[src/hdl/dmacm_pkg.sv]
// Constants for the DMA command and mask port logic.
// Assumes an 8-bit I/O port bus on the core clock.
//
// What this block does
// - Byte-pointer clear write resets byte select.
// - Reset and controller clear clear byte select.
// - After clear, low byte then high byte.
// - Controller clear acts like hardware reset.
// - Clear strobes ctrl_clear_o, zeros reload, sets masks.
// - Clear-mask write unmasks all four channels.
// - All-mask write loads bits 3:0 as masks.
// - All-mask read returns four mask bits.
// - Bit n is channel n or n+4.
// - Terminal count sets mask unless autoinit.
// - Reset leaves all-mask reading 0000 1111.
// - Masking channel 4 blocks channels 0-3.
// - Single-mask write sets/clears one chosen mask.
// - Autoinit terminal count reloads current registers.
package dmacm_pkg;
  // ---------------------------------------------------
  // Port addresses
  // ---------------------------------------------------
  localparam logic [15:0] ADDR_SMASK_LO = 16'h000A;
  localparam logic [15:0] ADDR_BPCLR_LO = 16'h000C;
  localparam logic [15:0] ADDR_CCLR_LO  = 16'h000D;
  localparam logic [15:0] ADDR_CMASK_LO = 16'h000E;
  localparam logic [15:0] ADDR_AMASK_LO = 16'h000F;
  localparam logic [15:0] ADDR_SMASK_HI = 16'h00D4;
  localparam logic [15:0] ADDR_BPCLR_HI = 16'h00D8;
  localparam logic [15:0] ADDR_CCLR_HI  = 16'h00DA;
  localparam logic [15:0] ADDR_CMASK_HI = 16'h00DC;
  localparam logic [15:0] ADDR_AMASK_HI = 16'h00DE;
  // ---------------------------------------------------
  // Fields and reset values
  // ---------------------------------------------------
  localparam int          SMASK_SET_BIT = 2;
  localparam logic [3:0]  MASK_RESET    = 4'hF;
  localparam logic [3:0]  MASK_CLEAR    = 4'h0;
  localparam int          CASCADE_CH    = 0;
endpackage

[src/hdl/dmacm_top.sv]
// Command and mask ports of both DMA controllers.
// Assumes one-cycle I/O read/write strobes from the host on sys_clk_i.
// Channel requests arrive from device pins, outside the clock domain.
`timescale 1ns/1ps
module dmacm_ctrl
  import dmacm_pkg::*;
(
  // Clock and reset
  input  wire logic       sys_clk_i,
  input  wire logic       rst_i,
  // Decoded port strobes
  input  wire logic       bpclr_i,
  input  wire logic       cclr_i,
  input  wire logic       cmask_i,
  input  wire logic       amask_wr_i,
  input  wire logic       smask_wr_i,
  input  wire logic [7:0] wdata_i,
  // Engine side
  input  wire logic       reg16_acc_i,
  input  wire logic [3:0] tc_i,
  input  wire logic [3:0] autoinit_i,
  output logic            byte_hi_o,
  output logic [3:0]      mask_o,
  output logic            ctrl_clear_o,
  output logic [3:0]      reload_o
);
  logic       next_byte_hi;
  logic [3:0] next_mask;
  logic [3:0] next_reload;

  // ---------------------------------------------------
  // Next-state logic
  // ---------------------------------------------------
  always_comb begin
    next_byte_hi = byte_hi_o;
    next_mask    = mask_o;
    if (reg16_acc_i) begin
      next_byte_hi = ~byte_hi_o;
    end
    if (bpclr_i) begin
      next_byte_hi = 1'b0;
    end
    if (amask_wr_i) begin
      next_mask = wdata_i[3:0];
    end
    if (smask_wr_i) begin
      next_mask[wdata_i[1:0]] = wdata_i[SMASK_SET_BIT];
    end
    if (cmask_i) begin
      next_mask = MASK_CLEAR;
    end
    // terminal count masks channel unless autoinit
    next_mask = next_mask | (tc_i & ~autoinit_i);
    next_reload = tc_i & autoinit_i;
    if (cclr_i) begin
      next_byte_hi = 1'b0;
      next_mask    = MASK_RESET;
      // Reset leaves no reload pending either
      next_reload  = 4'h0;
    end
  end

  // ---------------------------------------------------
  // Registers
  // ---------------------------------------------------
  always_ff @(posedge sys_clk_i) begin
    if (rst_i) begin
      byte_hi_o    <= 1'b0;
      mask_o       <= MASK_RESET;
      ctrl_clear_o <= 1'b0;
      reload_o     <= 4'h0;
    end else begin
      byte_hi_o    <= next_byte_hi;
      mask_o       <= next_mask;
      ctrl_clear_o <= cclr_i;
      reload_o     <= next_reload;
    end
  end
endmodule // dmacm_ctrl

module dmacm_top
  import dmacm_pkg::*;
(
  // Clock and reset
  input  wire logic       sys_clk_i,
  input  wire logic       rst_i,
  // Host I/O port
  input  wire logic [15:0] io_addr_i,
  input  wire logic        io_wr_i,
  input  wire logic        io_rd_i,
  input  wire logic [7:0]  io_wdata_i,
  output logic      [7:0]  io_rdata_o,
  output logic             io_rvalid_o,
  // Engine side, channels 0-3 then 4-7
  input  wire logic [1:0]  reg16_acc_i,
  input  wire logic [7:0]  terminal_count_i,
  input  wire logic [7:0]  autoinit_i,
  input  wire logic [7:0]  channel_request_i,
  output logic      [1:0]  byte_hi_o,
  output logic      [7:0]  mask_o,
  output logic      [1:0]  ctrl_clear_o,
  output logic      [7:0]  reload_o,
  output logic      [7:0]  request_ok_o
);
  logic [7:0]  next_rdata;
  logic        next_rvalid;
  logic [15:0] a_bp [2];
  logic [15:0] a_cc [2];
  logic [15:0] a_cm [2];
  logic [15:0] a_am [2];
  logic [15:0] a_sm [2];
  logic [7:0]  req_ff1;
  logic [7:0]  req_ff2;
  logic [7:0]  req_ff3;
  logic [7:0]  req_stable;
  logic [7:0]  next_req_stable;

  assign a_bp[0] = ADDR_BPCLR_LO;
  assign a_bp[1] = ADDR_BPCLR_HI;
  assign a_cc[0] = ADDR_CCLR_LO;
  assign a_cc[1] = ADDR_CCLR_HI;
  assign a_cm[0] = ADDR_CMASK_LO;
  assign a_cm[1] = ADDR_CMASK_HI;
  assign a_am[0] = ADDR_AMASK_LO;
  assign a_am[1] = ADDR_AMASK_HI;
  assign a_sm[0] = ADDR_SMASK_LO;
  assign a_sm[1] = ADDR_SMASK_HI;

  // ---------------------------------------------------
  // One controller per port group
  // ---------------------------------------------------
  for (genvar g = 0; g < 2; g++) begin : g_ctl
    dmacm_ctrl u_ctl (
      .sys_clk_i    (sys_clk_i),
      .rst_i        (rst_i),
      .bpclr_i      (io_wr_i && io_addr_i == a_bp[g]),
      .cclr_i       (io_wr_i && io_addr_i == a_cc[g]),
      .cmask_i      (io_wr_i && io_addr_i == a_cm[g]),
      .amask_wr_i   (io_wr_i && io_addr_i == a_am[g]),
      .smask_wr_i   (io_wr_i && io_addr_i == a_sm[g]),
      .wdata_i      (io_wdata_i),
      .reg16_acc_i  (reg16_acc_i[g]),
      .tc_i         (terminal_count_i[4*g +: 4]),
      .autoinit_i   (autoinit_i[4*g +: 4]),
      .byte_hi_o    (byte_hi_o[g]),
      .mask_o       (mask_o[4*g +: 4]),
      .ctrl_clear_o (ctrl_clear_o[g]),
      .reload_o     (reload_o[4*g +: 4])
    );
  end

  // ---------------------------------------------------
  // Request synchroniser
  // ---------------------------------------------------
  // Pins are asynchronous; three flops keep metastability out
  // A bit moves only when stages two and three agree, so a glitch is dropped
  always_comb begin
    next_req_stable = (req_stable & (req_ff2 ^ req_ff3)) | (req_ff3 & ~(req_ff2 ^ req_ff3));
  end

  always_ff @(posedge sys_clk_i) begin
    if (rst_i) begin
      req_ff1    <= 8'h00;
      req_ff2    <= 8'h00;
      req_ff3    <= 8'h00;
      req_stable <= 8'h00;
    end else begin
      req_ff1    <= channel_request_i;
      req_ff2    <= req_ff1;
      req_ff3    <= req_ff2;
      req_stable <= next_req_stable;
    end
  end

  // ---------------------------------------------------
  // Request gating
  // ---------------------------------------------------
  // a set mask blocks its request
  always_comb begin
    request_ok_o[7:4] = req_stable[7:4] & ~mask_o[7:4];
    request_ok_o[3:0] = req_stable[3:0] & ~mask_o[3:0] & {4{~mask_o[4 + CASCADE_CH]}};
  end

  // ---------------------------------------------------
  // Read path
  // ---------------------------------------------------
  always_comb begin
    next_rvalid = io_rd_i;
    next_rdata  = 8'h00;
    if (io_rd_i && io_addr_i == ADDR_AMASK_LO) begin
      next_rdata = {4'h0, mask_o[3:0]};
    end else if (io_rd_i && io_addr_i == ADDR_AMASK_HI) begin
      next_rdata = {4'h0, mask_o[7:4]};
    end
  end

  always_ff @(posedge sys_clk_i) begin
    if (rst_i) begin
      io_rdata_o  <= 8'h00;
      io_rvalid_o <= 1'b0;
    end else begin
      io_rdata_o  <= next_rdata;
      io_rvalid_o <= next_rvalid;
    end
  end

  // ---------------------------------------------------
  // Checks
  // ---------------------------------------------------
  a_clear_sets_mask: assert property (@(posedge sys_clk_i) disable iff (rst_i)
    io_wr_i && io_addr_i == ADDR_CCLR_LO |=> mask_o[3:0] == 4'hF && byte_hi_o[0] == 1'b0)
    else $error("controller clear did not set masks");
  a_bp_clear: assert property (@(posedge sys_clk_i) disable iff (rst_i)
    io_wr_i && io_addr_i == ADDR_BPCLR_HI |=> byte_hi_o[1] == 1'b0)
    else $error("byte pointer not cleared");
  a_cmask_unmask: assert property (@(posedge sys_clk_i) disable iff (rst_i)
    io_wr_i && io_addr_i == ADDR_CMASK_LO && terminal_count_i[3:0] == 4'h0 |=> mask_o[3:0] == 4'h0)
    else $error("clear mask failed");
  a_amask_load: assert property (@(posedge sys_clk_i) disable iff (rst_i)
    io_wr_i && io_addr_i == ADDR_AMASK_HI && terminal_count_i[7:4] == 4'h0
    |=> mask_o[7:4] == $past(io_wdata_i[3:0]))
    else $error("all mask load wrong");
  a_read_mask: assert property (@(posedge sys_clk_i) disable iff (rst_i)
    io_rd_i && io_addr_i == ADDR_AMASK_LO |=> io_rvalid_o && io_rdata_o == {4'h0, $past(mask_o[3:0])})
    else $error("mask readback wrong");
  a_tc_masks: assert property (@(posedge sys_clk_i) disable iff (rst_i)
    terminal_count_i[0] && !autoinit_i[0] && !(io_wr_i && io_addr_i == ADDR_CMASK_LO) |=> mask_o[0])
    else $error("terminal count did not mask");
  a_autoinit_reload: assert property (@(posedge sys_clk_i) disable iff (rst_i)
    terminal_count_i[1] && autoinit_i[1] && !(io_wr_i && io_addr_i == ADDR_CCLR_LO) |=> reload_o[1])
    else $error("autoinit reload missing");
  a_toggle_ptr: assert property (@(posedge sys_clk_i) disable iff (rst_i)
    reg16_acc_i[0] && !(io_wr_i && (io_addr_i == ADDR_BPCLR_LO || io_addr_i == ADDR_CCLR_LO))
    |=> byte_hi_o[0] != $past(byte_hi_o[0]))
    else $error("byte pointer did not toggle");
  a_cascade_block: assert property (@(posedge sys_clk_i) disable iff (rst_i)
    mask_o[4] |-> request_ok_o[3:0] == 4'h0)
    else $error("cascade mask leaked");
  a_strobe_once: assert property (@(posedge sys_clk_i) disable iff (rst_i)
    io_wr_i && io_addr_i == ADDR_CCLR_HI ##1 !(io_wr_i && io_addr_i == ADDR_CCLR_HI)
    |=> ctrl_clear_o[1] == 1'b0)
    else $error("clear strobe too long");

  // ---------------------------------------------------
  // Further checks on both controllers and the read path
  // ---------------------------------------------------
  a_clear_hi_masks: assert property (@(posedge sys_clk_i) disable iff (rst_i)
    io_wr_i && io_addr_i == ADDR_CCLR_HI |=> mask_o[7:4] == MASK_RESET && byte_hi_o[1] == 1'b0)
    else $error("second controller clear did not set masks");
  a_bp_clear_lo: assert property (@(posedge sys_clk_i) disable iff (rst_i)
    io_wr_i && io_addr_i == ADDR_BPCLR_LO |=> byte_hi_o[0] == 1'b0)
    else $error("first byte pointer not cleared");
  a_cmask_hi: assert property (@(posedge sys_clk_i) disable iff (rst_i)
    io_wr_i && io_addr_i == ADDR_CMASK_HI && terminal_count_i[7:4] == 4'h0 |=> mask_o[7:4] == MASK_CLEAR)
    else $error("second clear mask failed");
  a_amask_lo: assert property (@(posedge sys_clk_i) disable iff (rst_i)
    io_wr_i && io_addr_i == ADDR_AMASK_LO && terminal_count_i[3:0] == 4'h0
    |=> mask_o[3:0] == $past(io_wdata_i[3:0]))
    else $error("first all mask load wrong");
  a_read_hi: assert property (@(posedge sys_clk_i) disable iff (rst_i)
    io_rd_i && io_addr_i == ADDR_AMASK_HI |=> io_rvalid_o && io_rdata_o == {4'h0, $past(mask_o[7:4])})
    else $error("second mask readback wrong");
  a_read_upper_zero: assert property (@(posedge sys_clk_i) disable iff (rst_i)
    io_rvalid_o |-> io_rdata_o[7:4] == 4'h0)
    else $error("read upper bits not zero");
  a_reset_state: assert property (@(posedge sys_clk_i) disable iff (rst_i)
    $past(rst_i) |-> mask_o == {MASK_RESET, MASK_RESET} && byte_hi_o == 2'h0 && !io_rvalid_o)
    else $error("state after reset wrong");
  a_ctrl_clear_lo: assert property (@(posedge sys_clk_i) disable iff (rst_i)
    io_wr_i && io_addr_i == ADDR_CCLR_LO |=> ctrl_clear_o[0] && reload_o[3:0] == 4'h0)
    else $error("first controller clear strobe missing");
  a_smask_set: assert property (@(posedge sys_clk_i) disable iff (rst_i)
    io_wr_i && io_addr_i == ADDR_SMASK_LO && io_wdata_i[SMASK_SET_BIT] && terminal_count_i[3:0] == 4'h0
    |=> mask_o[3:0] == ($past(mask_o[3:0]) | (4'h1 << $past(io_wdata_i[1:0]))))
    else $error("single mask set wrong");
  a_smask_clear: assert property (@(posedge sys_clk_i) disable iff (rst_i)
    io_wr_i && io_addr_i == ADDR_SMASK_HI && !io_wdata_i[SMASK_SET_BIT] && terminal_count_i[7:4] == 4'h0
    |=> mask_o[7:4] == ($past(mask_o[7:4]) & ~(4'h1 << $past(io_wdata_i[1:0]))))
    else $error("single mask clear wrong");
  a_toggle_hi: assert property (@(posedge sys_clk_i) disable iff (rst_i)
    reg16_acc_i[1] && !(io_wr_i && (io_addr_i == ADDR_BPCLR_HI || io_addr_i == ADDR_CCLR_HI))
    |=> byte_hi_o[1] != $past(byte_hi_o[1]))
    else $error("second byte pointer did not toggle");
  a_masked_blocked: assert property (@(posedge sys_clk_i) disable iff (rst_i)
    (request_ok_o & mask_o) == 8'h00)
    else $error("masked request passed");
  a_tc_hi_masks: assert property (@(posedge sys_clk_i) disable iff (rst_i)
    terminal_count_i[4] && !autoinit_i[4] && !(io_wr_i && io_addr_i == ADDR_CMASK_HI) |=> mask_o[4])
    else $error("second terminal count did not mask");

  c_clear_hi: cover property (@(posedge sys_clk_i) io_wr_i && io_addr_i == ADDR_CCLR_HI);
  c_cascade_hold: cover property (@(posedge sys_clk_i) mask_o[4] && req_stable[0]);
  c_single_mask: cover property (@(posedge sys_clk_i) io_wr_i && io_addr_i == ADDR_SMASK_LO);
  c_tc_reload: cover property (@(posedge sys_clk_i) |reload_o);
endmodule // dmacm_top

[config.mk]
export PLATFORM = sky130hd
export DESIGN_NAME = dmacm_top
export DESIGN_NICKNAME = d
export VERILOG_FILES = /design/src/hdl/dmacm_pkg.sv /design/src/hdl/dmacm_top.sv
export SDC_FILE = /design/constraint.sdc
export NUM_CORES = 1
export LEC_CHECK = 0
export BUFFER_PORTS_ARGS = -buffer_cell sky130_fd_sc_hd__buf_2
export CELL_PAD_IN_SITES_DETAIL_PLACEMENT = 1
export CELL_PAD_IN_SITES_GLOBAL_PLACEMENT = 1
export CORE_ASPECT_RATIO = 0.75
export CORE_MARGIN = 4
export CORE_UTILIZATION = 34
export DETAILED_ROUTE_END_ITERATION = 12
export GPL_ROUTABILITY_DRIVEN = 0
export PLACE_DENSITY = 0.82
export SYNTH_ARGS = -nofsm -noshare
export SYNTH_HDL_FRONTEND = slang
export SYNTH_SLANG_ARGS = --single-unit
export TNS_END_PERCENT = 1
[constraint.sdc]
create_clock -name sys_clk_i -period 3.2 [get_ports sys_clk_i]
set_clock_uncertainty 0.2 [all_clocks]
set_input_delay 0.64 -clock sys_clk_i [delete_from_list [all_inputs] [get_ports sys_clk_i]]
set_output_delay 0.64 -clock sys_clk_i [all_outputs]
set_load 0.02 [all_outputs]
; ---- Word-level counts from Yosys, hierarchy flattened
; Cells that the tools add are included.
[classes]
magnitude_cmp = 2
eq_ne = 10
n_mux = 12
n_bitwise = 21
reduce_logical = 18
[ops]
columns = operator, n
row1 = "== test 16 x 4 -> 1 bit, second input constant", 5
row2 = "== test 16 x 8 -> 1 bit, second input constant", 5
row3 = 2-to-1 mux 4 bit, 8
row4 = bitwise AND 4 bit, 7
row5 = bitwise AND 8 bit, 2
row6 = NOT 4 bit, 4
row7 = logical AND 1 bit, 13
row8 = bitwise mux 4 bit, 2
row9 = NOT 8 bit, 1
row10 = bitwise OR 4 bit, 2
row11 = bitwise OR 8 bit, 1
row12 = XOR 8 bit, 1
row13 = OR reduction 2 bit, 3
row14 = OR reduction 3 bit, 2
row15 = "less-than comparator 2 x 3 -> 1 bit, second input constant", 1
row16 = NOT 1 bit, 3
row17 = demux 1 bit (select 2 bit), 1
row18 = "greater-or-equal comparator 2 x 1 -> 1 bit, second input constant", 1
row19 = 2-to-1 mux 1 bit, 1
[totals]
register_bits = 61
input_bits = 54
elab_cells = 78

; ---- Longest topological paths before layout
; Gate-level depths: netlist (run 1).
[logic_depth]
word_depth = 8
ltp_mapped = 6
depth_no_buf = 5

; ---- By module
; A second synthesis (run 1) with hierarchy kept.
[unflattened]
hier_cells = 222
area_unflattened_um2 = 2239.6
[modules_own_cells]
columns = mod, instances, cells_each, area_per_inst_um2, seq_area_each_um2
row1 = dmacm_top, 1, 140, 1396.3, 740.7
row2 = dmacm_ctrl, 2, 41, 421.7, 200.2

; ---- Worst setup path after synthesis (run 1)
; No wires, ideal clock.
[synth_timing]
path_type = input to register
from = input port io_addr_i[12]
to = register g_ctl[1].u_ctl.mask_o[1]
arrival_time_ns = 2.384
required_ns = 2.846
path_slack_ns = 0.461
cell_stages = 5
path_cell_list = or4_4 -> or4_4 -> or3_1 -> o31ai_1 -> o221ai_1
[synth_via]
elab_chain_len = 7
word_cells_on_any_way = 14
cone_classes = eq/ne (4) / mux (4) / bitwise (1) / reduce/logical (5)
[synth_lines]
columns = element, line_no
row1 = from (decl), dmacm_top.sv:88  ; input wire logic [15:0] io_addr_i,
row2 = == test 16 x 8 -> 1 bit, dmacm_top.sv:139  ; .amask_wr_i (io_wr_i && io_addr_i == a_am[g]),
row3 = logical AND 1 bit, dmacm_top.sv:139
row4 = 2-to-1 mux 4 bit, dmacm_top.sv:43  ; if (amask_wr_i) begin
row5 = bitwise mux 4 bit, dmacm_top.sv:47  ; next_mask[wdata_i[1:0]] = wdata_i[SMASK_SET_BIT];
row6 = 2-to-1 mux 4 bit, dmacm_top.sv:46  ; if (smask_wr_i) begin
row7 = 2-to-1 mux 4 bit, dmacm_top.sv:49  ; if (cmask_i) begin
row8 = bitwise OR 4 bit, dmacm_top.sv:53  ; next_mask = next_mask | (tc_i & ~autoinit_i);
row9 = to (signal assigned), dmacm_top.sv:74  ; mask_o <= next_mask;
row10 = to (decl), dmacm_top.sv:23  ; output logic [3:0] mask_o,
; Several ways; a longest one is shown, not always the timed one.
; A chain may end at the register's enable or synchronous reset.

; ---- Worst setup path in the final report (run 1)
; Ends and elaborated chain as after synthesis.

==> results of run 1 <==
==> Yosys cell counts (3+ instances only) <==
library cell	number	area share
sky130_fd_sc_hd__and3_1	10	0.028
sky130_fd_sc_hd__a21oi_1	15	0.033
sky130_fd_sc_hd__o21ai_0	15	0.033
sky130_fd_sc_hd__clkbuf_1	8	0.013
sky130_fd_sc_hd__nor4_1	3	0.0083
sky130_fd_sc_hd__nor3b_1	5	0.017
sky130_fd_sc_hd__nand2_1	17	0.028
sky130_fd_sc_hd__a22oi_1	5	0.017
sky130_fd_sc_hd__nor2_1	14	0.023
sky130_fd_sc_hd__or4_4	3	0.015
sky130_fd_sc_hd__nand3_1	7	0.015
sky130_fd_sc_hd__dfxtp_1	57	0.50
sky130_fd_sc_hd__nor3_1	6	0.013
sky130_fd_sc_hd__nor2b_1	32	0.088
sky130_fd_sc_hd__inv_1	8	0.013
sky130_fd_sc_hd__nand4_1	3	0.0083
sky130_fd_sc_hd__nand2b_1	4	0.011
sky130_fd_sc_hd__buf_4	8	0.026
==> cell families (layout without fill, tap and decap cells) <==
group / Yosys count / in the layout / synth area share
AO/OA/AOI/OAI: 52 / 52 / 0.141
AND/OR/NAND/NOR: 113 / 113 / 0.289
XOR/XNOR: 2 / 2 / 0.00772
buffers and inverters: 24 / 109 / 0.0530
flip-flops: 57 / 57 / 0.503
multiplexers: 1 / 1 / 0.00441
other: 1 / 4 / 0.00165
==> final cells by class <==
| type | instances | area (um^2) | area share |
|---|---|---|---|
| clock inverters | 5 | 77.6 | 0.0263 |
| clock buffers | 11 | 151 | 0.0513 |
| inverters | 8 | 30.0 | 0.0102 |
| multi-input cells | 172 | 1020 | 0.345 |
| repair buffers | 85 | 433 | 0.147 |
| well taps | 81 | 101 | 0.0343 |
| flip-flops and latches | 57 | 1140 | 0.386 |
==> layout by cell type, fill, tap and decap left out, drive strengths merged, types with 2 or more instances in the layout <==
cell type / count
a21oi: 15
a22oi: 5
a31oi: 2
a32oi: 2
and3: 10
buf: 85
bufinv: 2
clkbuf: 11
clkinv: 2
conb: 4
dfxtp: 57
inv: 8
nand2: 17
nand2b: 4
nand3: 7
nand4: 3
nor2: 14
nor2b: 32
nor3: 6
nor3b: 5
nor4: 4
o211ai: 2
o21ai: 16
o221ai: 2
o31ai: 2
or4: 4
==> worst paths after layout <==
check	startpoint	to	slack, ns	cells past startpoint
min	req_ff1[6]	req_ff2[6]	0.24	1
min reg2reg	req_ff1[6]	req_ff2[6]	0.24	1
max reg2reg	g_ctl[1].u_ctl.mask_o[0]	g_ctl[1].u_ctl.mask_o[0]	2.11	2
max	io_addr_i[12]	g_ctl[1].u_ctl.mask_o[1]	0.52	6
==> power breakdown <==
part           switching [mW]  internal (mW)
sequential            0.00704          0.729
combinational          0.0706         0.0511
clock                   0.279          0.478
total                   0.357           1.26
==> per-layer routing <==
metal,track usage,vias up,share of wire
met5,0,-,0
met4,0.0459,0,0.011
met3,0.0518,9,0.077
met2,0.259,77,0.47
met1,0.217,989,0.44
li1,-,1030,-
==> metrics by stage <==
step / setup slack [ns] / hold slack [ns] / cell area, um^2 / std cells / total power, mW
after floorplan: 0.461 / 0.214 / 2280 / 253 / 0.822
after global placement: 0.245 / 0.217 / 2720 / 403 / 0.869
after detailed placement: 0.196 / 0.226 / 2720 / 403 / 0.873
after CTS: 0.533 / 0.246 / 2950 / 419 / 1.64
after global routing: 0.497 / 0.259 / 2950 / 419 / 1.69
final: 0.523 / 0.238 / 2950 / 419 / 1.61
==> Flow_metrics.wiki, run 1 <==
{| class="wikitable"
! Metric !! Value
|-
| Crit path largest cell delay || 0.58 ns
|-
| Post-detailed-route wirelength per cell || 15.1 um
|-
| Post_cts resized || 0
|-
| RSZ-0062 raised after global routing || false
|-
| IO Pins || 91
|-
| Share of the clock period used by the worst path after layout || 0.836
|-
| Kind of capture point of the worst setup path || register
|-
| Total congestion overflow || 0
|-
| Site row count || 25
|-
| Clock root buffer || sky130_fd_sc_hd__clkbuf_8
|-
| Max-slew violation count || 0
|-
| Maximum count of clock buffers along a single path || 2
|-
| Mapped Area || 2270 um^2
|-
| Worst IR drop on VDD || 0.000195 V
|-
| Post-route ant nets || 0
|-
| Final-report hold violation count || 0
|-
| Vias after detailed routing || 2105
|-
| Number of global-route vias before repair || 2029
|-
| Critical path required time || 3.16 ns
|-
| Starting DRT DRC Count || 81
|-
| Slew at the pin closest to its max-slew limit || 0.765 ns
|-
| Effective utilization at floorplan || 0.355
|-
| Largest net degree at the start of global routing || 43
|-
| CTS tree || built
|-
| Fillcell total || 788
|-
| Part of the Yosys area used for sequential elements || 0.503
|-
| Count of TritonRoute iterations in the first routing pass || 4
|-
| Post CTS Setup Buffer Count || 0
|-
| Primary flip-flop cell chosen by synthesis mapping || sky130_fd_sc_hd__dfxtp_1
|-
| Core Area || 6380 um^2
|-
| Cell family with the largest share of critical-path delay || simple AND/OR/NAND/NOR gates
|-
| Die X-Extent || 102 um
|-
| Total power density per cell area || 547 nW/um^2
|-
| Clock slew at the register clock pins of the worst setup and hold paths || 0.06 ns
|-
| Synthesis-stage register bit count || 57
|-
| Final nets || 387
|-
| Fraction of the core area covered by cells at the end of the flow || 0.463
|-
| Proportion of layout cells with a drive suffix above 1 || 0.314
|-
| Warning count from the yosys run || 0
|-
| Cells after Synth || 250
|-
| Drt drc || 0
|-
| Worst path cell trace || buf_2, or4_4, or4_4, or3_1, o31ai_1, o221ai_1
|-
| Number of buffers inserted by port buffering || 82
|-
| Post-synthesis area per instance || 9.07 um^2
|-
| Classification of the worst setup path || in2reg
|-
| Number of hold-repair buffers added at the cts stage || 0
|-
| Global-route wire length before repair || 10100 um
|-
| Die outline height || 78.7 um
|-
| Die Outline Area || 8060 um^2
|-
| Synthesis-to-layout area growth || 30.2%
|-
| CTS Buf Count || 9
|-
| Number of diodes added for antenna fixing || 0
|-
| EDFF count, synth || 0
|-
| Crit path buf inv count || 1
|-
| Number of distinct library cell variants in the gate-level netlist after synthesis || 43
|-
| Total global-route track usage || 0.165
|-
| Number of levels the H-tree was split into || 3
|-
| Fmax || 374 MHz
|-
| Worst min path class || reg2reg
|-
| Result of the run || completed
|-
| Slew headroom || 0.487
|-
| Routed wire length || 6310 um
|-
| Clk_lat worst skew || 0.33 ns
|-
| Setup tns final || 0 ns
|-
| Reported leakage power || 1.27 nW
|-
| Setup Viol. Count Final || 0
|-
| Critical path fanouts, max || 4
|-
| Post-layout min period || 2.68 ns
|-
| Final HPWL from detailed placement || 4820 um
|-
| # clock sinks || 57
|-
| Async set-reset flop share out of synthesis || 0
|-
| Critical-path top delay cell || sky130_fd_sc_hd__or4_4
|-
| Number of antenna violations at the first check in global routing || 0
|-
| Launching element type of the critical path || primary input
|-
| Max cap viols || 0
|-
| Endpoint arrival time on the critical path || 2.64 ns
|-
| Via density per instance || 5.02
|-
| Cell mode on critical path || sky130_fd_sc_hd__or4_4
|}
(Power assumes the default switching activity.)
==> inputs of run 2 (changes only) <==
- clock period: 3.2 -> 2.67 ns (I/O delays scaled with it)
==> Flow_metrics.wiki, run 2 (synthesized netlist as in run 1, its figures left out) <==
{| class="wikitable"
! Metric !! Value
|-
| Result of the run || completed
|-
| RSZ-0062 raised after global routing || false
|-
| Crit path largest cell delay || 0.55 ns (-0.03 ns)
|-
| Number of levels the H-tree was split into || 3 (unchanged)
|-
| Vias after detailed routing || 2154 (+2.3%)
|-
| # clock sinks || 57 (unchanged)
|-
| Routed wire length || 6550 um (+3.9%)
|-
| Number of buffers inserted by port buffering || 82 (unchanged)
|-
| Post CTS Setup Buffer Count || 0 (unchanged)
|-
| Maximum count of clock buffers along a single path || 2 (unchanged)
|-
| Cell mode on critical path || sky130_fd_sc_hd__or4_4
|-
| Site row count || 25 (unchanged)
|-
| Classification of the worst setup path || in2reg
|-
| Share of the clock period used by the worst path after layout || 0.929
|-
| Number of antenna violations at the first check in global routing || 0 (unchanged)
|-
| Proportion of layout cells with a drive suffix above 1 || 0.328 (+0.0139)
|-
| Via density per instance || 5.06 (+0.65%)
|-
| Core Area || 6380 um^2 (unchanged)
|-
| Max-slew violation count || 0 (unchanged)
|-
| Worst path cell trace || buf_2, or4_4, or4_4, or3_1, o31ai_1, o221ai_1
|-
| Area occupied by registers || 1140 um^2 (unchanged)
|-
| Post_cts resized || 0 (unchanged)
|-
| Post-layout min period || 2.48 ns
|-
| Synthesis-to-layout area growth || 31.9%
|-
| Worst min path class || in2reg
|-
| Final non-filler cell area || 2990 um^2 (+1.3%)
|-
| Endpoint arrival time on the critical path || 2.46 ns (-0.18 ns)
|-
| Post-detailed-route wirelength per cell || 15.4 um (+2.2%)
|-
| Number of hold-repair buffers added at the cts stage || 0 (unchanged)
|-
| Crit path buf inv count || 1 (unchanged)
|-
| Cell family with the largest share of critical-path delay || simple AND/OR/NAND/NOR gates
|-
| Fillcell total || 801 (+1.6%)
|-
| Reported leakage power || 1.29 nW (+1.7%)
|-
| Worst IR drop on VDD || 0.000366 V (+88%)
|-
| Die Outline Area || 8060 um^2 (unchanged)
|-
| Total placed instance area || 2780 um^2 (+1.9%)
|-
| Max cap viols || 0 (unchanged)
|-
| Drt drc || 0 (unchanged)
|-
| Final nets || 394 (+1.8%)
|-
| Most common cell after layout, fill and taps aside || sky130_fd_sc_hd__buf_2
|-
| Critical path fanouts, max || 3 (-1)
|-
| Total power density per cell area || 630 nW/um^2 (+15%)
|-
| Starting DRT DRC Count || 84 (+3.7%)
|-
| Total global-route track usage || 0.174 (+0.00957)
|-
| Post-route ant nets || 0 (unchanged)
|-
| Fmax || 403 MHz
|-
| Critical-path top delay cell || sky130_fd_sc_hd__or4_4
|-
| Total congestion overflow || 0 (unchanged)
|-
| IO Pins || 91 (unchanged)
|-
| Clock slew at the register clock pins of the worst setup and hold paths || 0.07 ns (about the same)
|-
| Final HPWL from detailed placement || 4970 um (+3.2%)
|-
| CTS Buf Count || 9 (unchanged)
|-
| Launching element type of the critical path || primary input
|-
| Clock root buffer || sky130_fd_sc_hd__clkbuf_8
|-
| Critical path required time || 2.65 ns (-0.51 ns)
|-
| CTS tree || built
|-
| Die outline height || 78.7 um (unchanged)
|-
| Slew at the pin closest to its max-slew limit || 0.725 ns (-0.0407 ns)
|-
| Count of TritonRoute iterations in the first routing pass || 5 (+1)
|-
| Die X-Extent || 102 um (unchanged)
|-
| Clk_lat worst skew || 0.34 ns (about the same)
|-
| Largest net degree at the start of global routing || 39 (-9.3%)
|-
| Cell count after placement || 410 (+1.7%)
|-
| Multi-input combinational cell area || 1020 um^2 (unchanged)
|-
| Final-report hold violation count || 0 (unchanged)
|-
| Slew headroom || 0.515 (+0.0273)
|-
| Effective utilization at floorplan || 0.355 (unchanged)
|-
| Final Instance Count excl. Fillers || 426 (+1.7%)
|-
| Highest-count cells in the layout ignoring fill and taps || sky130_fd_sc_hd__buf_2 (82), sky130_fd_sc_hd__dfxtp_1 (57), sky130_fd_sc_hd__nor2b_1 (32), sky130_fd_sc_hd__nand2_1 (17)
|-
| Global-route wire length before repair || 10700 um (+6.1%)
|-
| Setup Viol. Count Final || 0 (unchanged)
|-
| Number of global-route vias before repair || 2082 (+2.6%)
|-
| Number of diodes added for antenna fixing || 0 (unchanged)
|-
| Kind of capture point of the worst setup path || register
|}
run 2: cell type report:
cell class / instances / area share
Sequential cell: 57 / 0.381
Multi-Input combinational cell: 172 / 0.340
Timing Repair Buffer: 92 / 0.162
Clock buffer: 12 / 0.0552
Tap cell: 81 / 0.0339
Clock inverter: 4 / 0.0167
Inverter: 8 / 0.0100
run 2: where the power goes:
part           switching [mW]  internal (mW)  leakage, nW
Sequential            0.00845          0.874        0.466
Clock                   0.345          0.505        0.105
Combinational          0.0871         0.0649        0.723
run 2: through the flow:
stage	hold WS [ns]	utilization	power (mW)	TNS [ns]	worst slack (ns)
2_1_floorplan	0.214	-	0.986	0	0.0371
3_3_place_gp	0.218	0.435	1.05	-0.228	-0.151
3_5_place_dp	0.226	0.435	1.05	-0.275	-0.169
4_1_cts	0.186	0.469	1.91	0	0.194
5_1_grt	0.186	0.469	1.98	0	0.119
6_report	0.205	0.469	1.89	0	0.189
run 2: routing by layer:
metal	track usage	wire length, um	part of all wire	vias up
met4	0.0511	76	0.012	0
met2	0.274	3140	0.48	66
met3	0.0676	446	0.068	10
met5	0	0	0	-
met1	0.220	2890	0.44	1029
li1	-	-	-	1049
run 2: worst paths after layout:
kind / from / endpoint / slack [ns] / depth (start not counted)
min reg2reg: req_ff1[7] / req_ff2[7] / 0.24 / 1
max reg2reg: g_ctl[1].u_ctl.mask_o[0] / g_ctl[1].u_ctl.mask_o[0] / 1.60 / 2
max: io_addr_i[12] / g_ctl[1].u_ctl.mask_o[1] / 0.19 / 6
min: channel_request_i[3] / req_ff1[3] / 0.21 / 2
